$ cat src/core/orr_pkg.sv
// Shared constants and types for the output-port retry recovery block
package orr_pkg;
  localparam int ORR_ACKID_W = 3;
  localparam int ORR_DEPTH = 8;
  // Cycles the output port takes to quiesce after a retry
  localparam logic [3:0] ORR_STOP_CYC = 4'h2;
  localparam logic [ORR_ACKID_W-1:0] ORR_ACKID_RST = 3'h0;
  typedef enum logic [3:0] {
    ORR_DISABLED = 4'h1,
    ORR_WAIT     = 4'h2,
    ORR_STOP     = 4'h4,
    ORR_RECOVER  = 4'h8
  } orr_state_e;
  typedef logic [ORR_ACKID_W-1:0] orr_ackid_t;
  function automatic orr_ackid_t orr_inc(input orr_ackid_t a);
    return orr_ackid_t'(a + 1'b1);
  endfunction
endpackage

$ cat src/core/orr_ctrl.sv
// Output-port retry recovery controller
`timescale 1ns/1ps
`default_nettype none
module orr_ctrl
  import orr_pkg::*;
(
  // Clock and reset
  input wire logic clk_sys,
  input wire logic nrst,
  // Enables
  input wire logic train_done,
  input wire logic sw_enable,
  // Received control symbols
  input wire logic sym_valid,
  input wire logic sym_error,
  input wire logic sym_retry,
  input wire logic sym_not_acc,
  input wire orr_pkg::orr_ackid_t sym_ackid,
  input wire logic port_error,
  input wire logic ack_ok,
  // Packet launcher
  input wire logic pkt_req,
  input wire logic pkt_busy,
  output logic pkt_launch,
  output orr_pkg::orr_ackid_t pkt_ackid,
  output logic resend,
  // Status
  output logic port_enabled,
  output logic port_ready,
  output logic retry_stopped,
  output logic err_handoff,
  output orr_pkg::orr_ackid_t oldest_ackid,
  output orr_pkg::orr_state_e state
);
  orr_state_e state_r, state_nxt;
  orr_ackid_t retry_id_r;
  orr_ackid_t next_id;
  logic retry_seen, stop_done, rewind, out_err;
  logic ready_r, stopped_r, handoff_r, resend_r;

  assign port_enabled = train_done && sw_enable;
  // Only an acknowledge received without a symbol error counts
  assign retry_seen = sym_valid && !sym_error && sym_retry;
  assign out_err = port_error || (sym_valid && !sym_error && sym_not_acc);
  assign rewind = state_r == ORR_RECOVER && !out_err;

  orr_stop_timer u_timer (
    .clk_sys(clk_sys),
    .nrst(nrst),
    .start(state_r == ORR_WAIT && state_nxt == ORR_STOP),
    .busy_in(pkt_busy),
    .done(stop_done)
  );

  orr_rewind u_rewind (
    .clk_sys(clk_sys),
    .nrst(nrst),
    .launch(pkt_launch),
    .ack_ok(ack_ok),
    .rewind(rewind),
    .rewind_id(retry_id_r),
    .next_id(next_id),
    .oldest_id(oldest_ackid)
  );

  always_comb begin
    state_nxt = state_r;
    unique case (state_r)
      ORR_DISABLED: begin
        if (port_enabled) begin
          state_nxt = ORR_WAIT;
        end
      end
      ORR_WAIT: begin
        if (!port_enabled) begin
          state_nxt = ORR_DISABLED;
        end else if (retry_seen) begin
          state_nxt = ORR_STOP;
        end
      end
      ORR_STOP: begin
        if (stop_done) begin
          state_nxt = ORR_RECOVER;
        end
      end
      ORR_RECOVER: begin
        // Recovery is one cycle: rewind and restart together, except on an output error, which hands off with no rewind
        state_nxt = ORR_WAIT;
      end
      default: state_nxt = ORR_DISABLED;
    endcase
  end

  always_ff @(posedge clk_sys or negedge nrst) begin
    if (!nrst) begin
      state_r <= ORR_DISABLED;
    end else begin
      state_r <= state_nxt;
    end
  end

  // Partner's expected id, the packet to resend from
  always_ff @(posedge clk_sys or negedge nrst) begin
    if (!nrst) begin
      retry_id_r <= ORR_ACKID_RST;
    end else if (state_r == ORR_WAIT && retry_seen) begin
      retry_id_r <= sym_ackid;
    end
  end

  always_ff @(posedge clk_sys or negedge nrst) begin
    if (!nrst) begin
      stopped_r <= 1'b0;
      ready_r <= 1'b0;
    end else if (state_nxt == ORR_STOP) begin
      stopped_r <= 1'b1;
      ready_r <= 1'b0;
    end else if (rewind) begin
      stopped_r <= 1'b0;
      ready_r <= 1'b1;
    end else if (state_r == ORR_RECOVER) begin
      // Error machine owns the port now; retry machine lets go
      stopped_r <= 1'b0;
      ready_r <= 1'b0;
    end else if (state_nxt == ORR_DISABLED) begin
      ready_r <= 1'b0;
    end else if (state_r == ORR_DISABLED && port_enabled) begin
      ready_r <= 1'b1;
    end
  end

  always_ff @(posedge clk_sys or negedge nrst) begin
    if (!nrst) begin
      handoff_r <= 1'b0;
    end else begin
      handoff_r <= state_r == ORR_RECOVER && out_err;
    end
  end

  // Packets sent after a rewind are resends until caught up with old head
  orr_ackid_t head_r;
  always_ff @(posedge clk_sys or negedge nrst) begin
    if (!nrst) begin
      head_r <= ORR_ACKID_RST;
      resend_r <= 1'b0;
    end else if (rewind) begin
      head_r <= next_id;
      resend_r <= next_id != retry_id_r;
    end else if (pkt_launch && orr_inc(next_id) == head_r) begin
      resend_r <= 1'b0;
    end
  end

  // No new launch while stopped or not ready
  assign pkt_launch = pkt_req && ready_r && !stopped_r
    && state_r == ORR_WAIT;
  assign pkt_ackid = next_id;
  assign resend = resend_r;
  assign port_ready = ready_r;
  assign retry_stopped = stopped_r;
  assign err_handoff = handoff_r;
  assign state = state_r;
endmodule
`default_nettype wire

$ cat src/core/orr_stop_timer.sv
// Countdown that paces the output-port stop procedure
`timescale 1ns/1ps
`default_nettype none
module orr_stop_timer
  import orr_pkg::*;
(
  // Clock and reset
  input wire logic clk_sys,
  input wire logic nrst,
  // Control
  input wire logic start,
  input wire logic busy_in,
  output logic done
);
  logic [3:0] cnt_r;
  logic run_r;
  always_ff @(posedge clk_sys or negedge nrst) begin
    if (!nrst) begin
      cnt_r <= 4'h0;
      run_r <= 1'b0;
    end else if (start) begin
      cnt_r <= ORR_STOP_CYC;
      run_r <= 1'b1;
    end else if (run_r && cnt_r != 4'h0) begin
      cnt_r <= cnt_r - 4'h1;
    end else if (run_r && !busy_in) begin
      run_r <= 1'b0;
    end
  end
  // Stop completes only once no packet is still being launched
  assign done = run_r && cnt_r == 4'h0 && !busy_in;
endmodule
`default_nettype wire

$ cat src/core/orr_rewind.sv
// Outstanding ackID scoreboard with rewind on retry
`timescale 1ns/1ps
`default_nettype none
module orr_rewind
  import orr_pkg::*;
(
  // Clock and reset
  input wire logic clk_sys,
  input wire logic nrst,
  // Launch and acknowledge
  input wire logic launch,
  input wire logic ack_ok,
  // Rewind
  input wire logic rewind,
  input wire orr_pkg::orr_ackid_t rewind_id,
  // State
  output orr_pkg::orr_ackid_t next_id,
  output orr_pkg::orr_ackid_t oldest_id
);
  orr_ackid_t next_r;
  orr_ackid_t old_r;
  always_ff @(posedge clk_sys or negedge nrst) begin
    if (!nrst) begin
      next_r <= ORR_ACKID_RST;
    end else if (rewind) begin
      next_r <= rewind_id;
    end else if (launch) begin
      next_r <= orr_inc(next_r);
    end
  end
  // Retry id is the partner's expected id, so everything older was taken
  always_ff @(posedge clk_sys or negedge nrst) begin
    if (!nrst) begin
      old_r <= ORR_ACKID_RST;
    end else if (rewind) begin
      old_r <= rewind_id;
    end else if (ack_ok && old_r != next_r) begin
      old_r <= orr_inc(old_r);
    end
  end
  assign next_id = next_r;
  assign oldest_id = old_r;
endmodule
`default_nettype wire

$ cat config.mk
export PLATFORM = sky130hd
export DESIGN_NAME = orr_ctrl
export DESIGN_NICKNAME = d
export VERILOG_FILES = /design/src/core/orr_pkg.sv /design/src/core/orr_ctrl.sv /design/src/core/orr_stop_timer.sv /design/src/core/orr_rewind.sv
export SDC_FILE = /design/constraint.sdc
export NUM_CORES = 1
export LEC_CHECK = 0
export BUFFER_PORTS_ARGS = -buffer_cell sky130_fd_sc_hd__buf_4
export CELL_PAD_IN_SITES_DETAIL_PLACEMENT = 1
export CELL_PAD_IN_SITES_GLOBAL_PLACEMENT = 1
export CORE_MARGIN = 4
export CORE_UTILIZATION = 43
export CTS_BUF_LIST = sky130_fd_sc_hd__clkbuf_8
export DETAILED_ROUTE_END_ITERATION = 12
export PLACE_DENSITY_LB_ADDON = 0.1
export SLEW_MARGIN = 25
export SYNTH_ARGS = -nofsm -noshare
export SYNTH_HDL_FRONTEND = slang
export SYNTH_SLANG_ARGS = --single-unit
$ cat constraint.sdc
create_clock -name clk_sys -period 2.2 [get_ports clk_sys]
set_input_delay 0.22 -clock clk_sys [delete_from_list [all_inputs] [get_ports clk_sys]]
set_output_delay 0.22 -clock clk_sys [all_outputs]
set_load 0.02 [all_outputs]
Word level (Yosys, flattened, before mapping)

Cells that the tools add are included.

Muxes and demuxes: 24
Reductions and logical operators: 33
Add/sub/neg operators: 3
Eq/ne operators: 10

Operators by type and width:

| cell                                                                   | number |
|---|---|
| 4-bit 2-to-1 mux                                                       | 6 |
| 1-bit logical AND                                                      | 18 |
| 4-bit one-hot mux with 4 select lines                                  | 1 |
| 1-bit 2-to-1 mux                                                       | 13 |
| 3-bit 2-to-1 mux                                                       | 4 |
| 2-bit nonzero test                                                     | 5 |
| 4-bit by 1-bit equality test with 1-bit output (second input constant) | 2 |
| 4-bit by 3-bit equality test with 1-bit output (second input constant) | 2 |
| 3-bit by 1-bit adder with 3-bit output (second input constant)         | 2 |
| 3-bit != test                                                          | 2 |
| 5-bit nonzero test                                                     | 1 |
| 4-bit by 2-bit equality test with 1-bit output (second input constant) | 1 |
| 4-bit equality test (second input constant)                            | 1 |
| 1-bit zero test                                                        | 4 |
| 4-bit zero test                                                        | 1 |
| 4-bit nonzero test                                                     | 1 |
| 4-bit by 1-bit subtractor with 4-bit output (second input constant)    | 1 |
| 3-bit equality test                                                    | 1 |
| 3-bit nonzero test                                                     | 1 |
| 2-bit by 1-bit != test with 1-bit output (second input constant)       | 1 |
| 2-bit AND reduction                                                    | 1 |
| 1-bit logical OR                                                       | 1 |

Output and inout port bits: 16
Flip-flop bits (word level): 25
Word-level logic and storage cells: 81
Bits of input ports: 15

Depth between registers and ports, before layout

Depth in word-level cells: 11
Gate-level depth with buffers: 6
Mapped depth without buffers: 6

Cells and area by module

From an unflattened synthesis, not the netlist that was laid out.

Cell total of the unflattened synthesis: 133
Area total of the unflattened synthesis: 1448.9 µm²

By module, submodules not included:

| module         | cells an instance | times used | area an instance (µm²) | seq. area each (µm²) |
|---|---|---|---|---|
| orr_ctrl       | 66                | 1          | 749.5                  | 351.6 |
| orr_rewind     | 39                | 1          | 411.6                  | 150.1 |
| orr_stop_timer | 28                | 1          | 287.8                  | 125.1 |

Worst setup path after synthesis

OpenSTA, ideal clock, no wires.

Path type: reg-to-reg
From: reg state_r[3], in the netlist state[3]
To: reg u_rewind.next_r[0], in the netlist u_rewind.next_id[0]
Library setup time: 126 ps
Required time: 2074 ps
Path slack: 182 ps
Stages on the path, launching flop included: 6
Arrival: 1892 ps
Clock period less this slack: 2018 ps
Buffers on the path: 0
Path through: dfrtp_1 -> nor4b_1 -> nand4b_1 -> inv_1 -> nor2_1 -> a221o_2

Longest elaborated chain between the ends: 3
Elaborated cells between the ends (all ways): 6
Those cells by class: eq/ne (2); mux (1); reduce/logical (3)

RTL lines:

| item                                           | line             | text |
|---|---|---|
| from (decl)                                    | orr_ctrl.sv:35   | `orr_state_e state_r, state_nxt;` |
| from (signal assigned)                         | orr_ctrl.sv:98   | `state_r <= state_nxt;` |
| 4-bit by 2-bit equality test with 1-bit output | orr_ctrl.sv:156  | `&& state_r == ORR_WAIT;` |
| 1-bit logical AND                              | orr_ctrl.sv:156  |  |
| named net pkt_launch                           | orr_ctrl.sv:24   | `output logic pkt_launch,` |
| 2-bit nonzero test (no source line)            | n/a              |  |
| to (signal assigned)                           | orr_rewind.sv:26 | `next_r <= rewind_id;` |
| to (signal assigned)                           | orr_rewind.sv:28 | `next_r <= orr_inc(next_r);` |
| to (decl)                                      | orr_rewind.sv:20 | `orr_ackid_t next_r;` |

The timed path passes the listed nets, and every way through them passes these cells.
A chain may end at the register's enable or synchronous reset.

Worst setup path in the final report

From: reg state_r[3], in the netlist state[3]
To: reg u_rewind.next_r[0], in the netlist u_rewind.next_id[0]

Longest elaborated chain between the ends: 3
Elaborated cells between the ends (all ways): 6
Those cells by class: eq/ne (2); mux (1); reduce/logical (3)

RTL lines:

| item                                                                                  | line |
|---|---|
| 4-bit equality test or 4-bit by 2-bit equality test with 1-bit output (tied branches) | orr_ctrl.sv:45, orr_ctrl.sv:156 |
| 1-bit logical AND (on tied branches)                                                  | orr_ctrl.sv:45, orr_ctrl.sv:156 |
| 3-bit 2-to-1 mux or 2-bit nonzero test (tied branches)                                | n/a |

Parallel ways exist; a longest one is shown, timed or not.

==> run summary <==
All-Layer GR Usage - 0.187
DR iter-0 viols - 34
First-pass DRT Iterations - 4
Die Wd - 63.8 um
H-tree Lvls - 1
Placed Area - 1630 um^2
DRC - 0
Worst vdd ir - 695 uV
Flops & latches, synth - 25
Relative slew margins - 0.641
PortBufs - 30
Later-pin clock latency in the skew report - 0.27 ns
Grt total ovfl - 0
Asr flop ratio synth - 1.00
Synthesis Warnings - 0
Clock share of power - 0.212
Antenna cells - 0
Routed WL per cell - 17.7 um
Via count - 1062
Critical Setup Path Class - reg2reg
Crit path launch type - register
Post-Synthesis Cells - 114
Drt total wl - 3460 um
Starting Density - 0.466
Reg power frac - 0.482
Power consumption - 1.30 mW
Max Fclk - 480 MHz
Int Pwr - 0.859 mW
Initial antenna violation count - 0
Fin. Hold Viols - 0
Max-cap violations - 0
Syn Nets - 133
Comb power frac - 0.306
Vias per cell - 5.42
First-pass GRT wire length - 5870 um
CP cell instances - or4b_4 -> a211oi_4 -> nor2_1 -> a221o_2
WHS Path Cells - 2
Fin nets - 174
Crit path capture type - register
Layout cells sized above 1 - 0.396
Hold endpoint - state[3]
CP max FO - 11
Leak pwr - 0.880 nW
Worst Clk Skew - 0.00179 ns
CTS sink count - 25
Final Cell Area - 1710 um^2
Worst EP required - 2.36 ns
CTS Buf Count - 3
Pwr Density - 758 nW/um^2
Post-synth EDFFs - 0
Max clock buf depth - 2
Cell variety after synth - 42
Final min period - 2.09 ns
Largest net degree at the start of global routing - 26
Hold Path Class - in2reg
Delay-heaviest family, CP - compound AO/OA/AOI/OAI gates
Worst R2R Setup Slack - 0.12 ns
HPWL Detailed - 2710 um
Avg Synthesized Cell Area - 11.8 um^2
Data arrival, critical path - 2.25 ns
Setup TNS Final - 0 ns
Status - finished, final reports clean
Hold_ws - 0.109 ns
Total die area - 4070 um^2
Reg2Reg Launch Point - state[3]
R2R depth - 4
Sw Share - 0.338
Slowest-stage cell, CP - or4b_4
Layout Area Growth over Synthesis - 27.7%
Worst Tran Pin Value - 0.537 ns
GPL Wtd Cong - 0.795
TritonCTS clock tree - yes
Endpoints failing setup - 0
Final Cycle Share - 0.948
Register area share after synthesis - 0.468
Slew Viols, Final - 0
Root Driver - clkbuf_8
Hold Crit Start - pkt_busy
Final core utilization - 0.595
CP bufs+invs - 0
IO Pins - 31
CP max stage delay - 0.55 ns
Post-route ant nets - 0
Reg-to-Reg End - u_rewind.next_id[0]
Psw - 0.438 mW
Die Y-Extent - 63.8 um
Ys flop type - dfrtp_1
Clk pin slew, worst setup/hold paths - 0.09 ns
RSZ-0062 raised after global routing - false
Core region area - 2880 um^2
Number of global-route vias before repair - 1197
Netlist area before placement - 1340 um^2
FP Rows - 19
[cells in the final DEF, fill, tap and decap left out, types with 2 or more instances in the layout]
master,Yosys,final
a211o_1,2,2
a21o_1,3,3
a21oi_1,2,2
buf_4,0,38
clkbuf_8,0,3
dfrtp_1,24,24
ha_1,4,4
inv_1,6,7
mux2_2,8,8
nand2_1,5,5
nand3_1,2,2
nor2_1,7,7
nor4b_1,3,2
o21ai_0,4,4
o31ai_1,2,2
xnor2_1,4,4
xor2_1,11,11
[synth_stat cells, types with 2 or more instances]
library cell  instances  area share
nand2_1               5       0.014
xor2_1               11       0.072
xnor2_1               4       0.026
nand3_1               2      0.0075
o31ai_1               2       0.011
o21ai_0               4       0.015
nor2_1                7       0.020
a211o_1               2       0.013
inv_1                 6       0.017
ha_1                  4       0.037
a21o_1                3       0.017
mux2_2                8       0.067
dfrtp_1              24        0.45
nor4b_1               3       0.020
a21oi_1               2      0.0075
[power groups by stage]
stage	combinational [mW]	sequential (mW)	clock [mW]
after floorplan	0.208	0.656	0
after global placement	0.370	0.625	0
after detailed placement	0.398	0.632	0
after CTS	0.402	0.624	0.286
after global routing	0.450	0.638	0.307
final	0.397	0.624	0.275
[stage by stage]
| stage | worst slack [ns] | cells |
|---|---|---|
| after floorplan | 0.182 | 114 |
| final | 0.115 | 196 |
| after global routing | 0.0233 | 196 |
| after detailed placement | 0.0834 | 188 |
| after CTS | 0.0000271 | 193 |
| after global placement | 0.176 | 188 |
[worst max-delay path by stage]
stage / from / end / slack [ns] / cells past startpoint
2_1_floorplan: state[3] / u_rewind.next_id[0] / 0.18 / 5
3_3_place_gp: state[3] / u_rewind.next_id[2] / 0.18 / 4
3_5_place_dp: state[3] / u_rewind.next_id[0] / 0.08 / 4
4_1_cts: state[2] / pkt_launch / 0.00003 / 5
5_1_grt: u_timer.cnt_r[0] / port_ready / 0.02 / 6
6_report: state[3] / u_rewind.next_id[0] / 0.12 / 4
[sequential cells by signal, summed over array words and instances, names as in the netlist, 3 cells and up]
register	count
head_r	3
retry_id_r	3
u_rewind.next_id	3
state	4
u_timer.cnt_r	4
u_rewind.oldest_id	3
[cell type report]
class                      instances  area, um^2
timing repair buffer              39         295
clock inverter                     1        3.75
fill                             319        1160
multi-input combinational         80         669
tap                               42        52.6
inverter                           6        22.5
sequential                        25         627
clock buffer                       3        41.3
[metal layers]
metal | vias to the layer above | GRT usage | part of all wire
met2 | 29 | 0.316 | 0.49
met1 | 531 | 0.215 | 0.43
met4 | 0 | 0.111 | 0.038
met3 | 13 | 0.0420 | 0.046
met5 | - | 0 | 0
li1 | 489 | - | -
[timing repair]
action	4_1_cts	5_1_grt
setup endpoints to repair	1	3
resized for setup	0	2
pin swaps	1	2
setup buffers	0	3
hold buffers	1	0
hold endpoints to repair	24	0
[logic make-up after synthesis]
logic type,synth area share
AO/OA/AOI/OAI,0.148
XOR/XNOR,0.0980
adder cells (fa/ha/maj),0.0373
buffers and inverters,0.0392
flip-flops,0.468
multiplexers,0.0747
AND/OR/NAND/NOR,0.135
(Power assumes the default switching activity.)
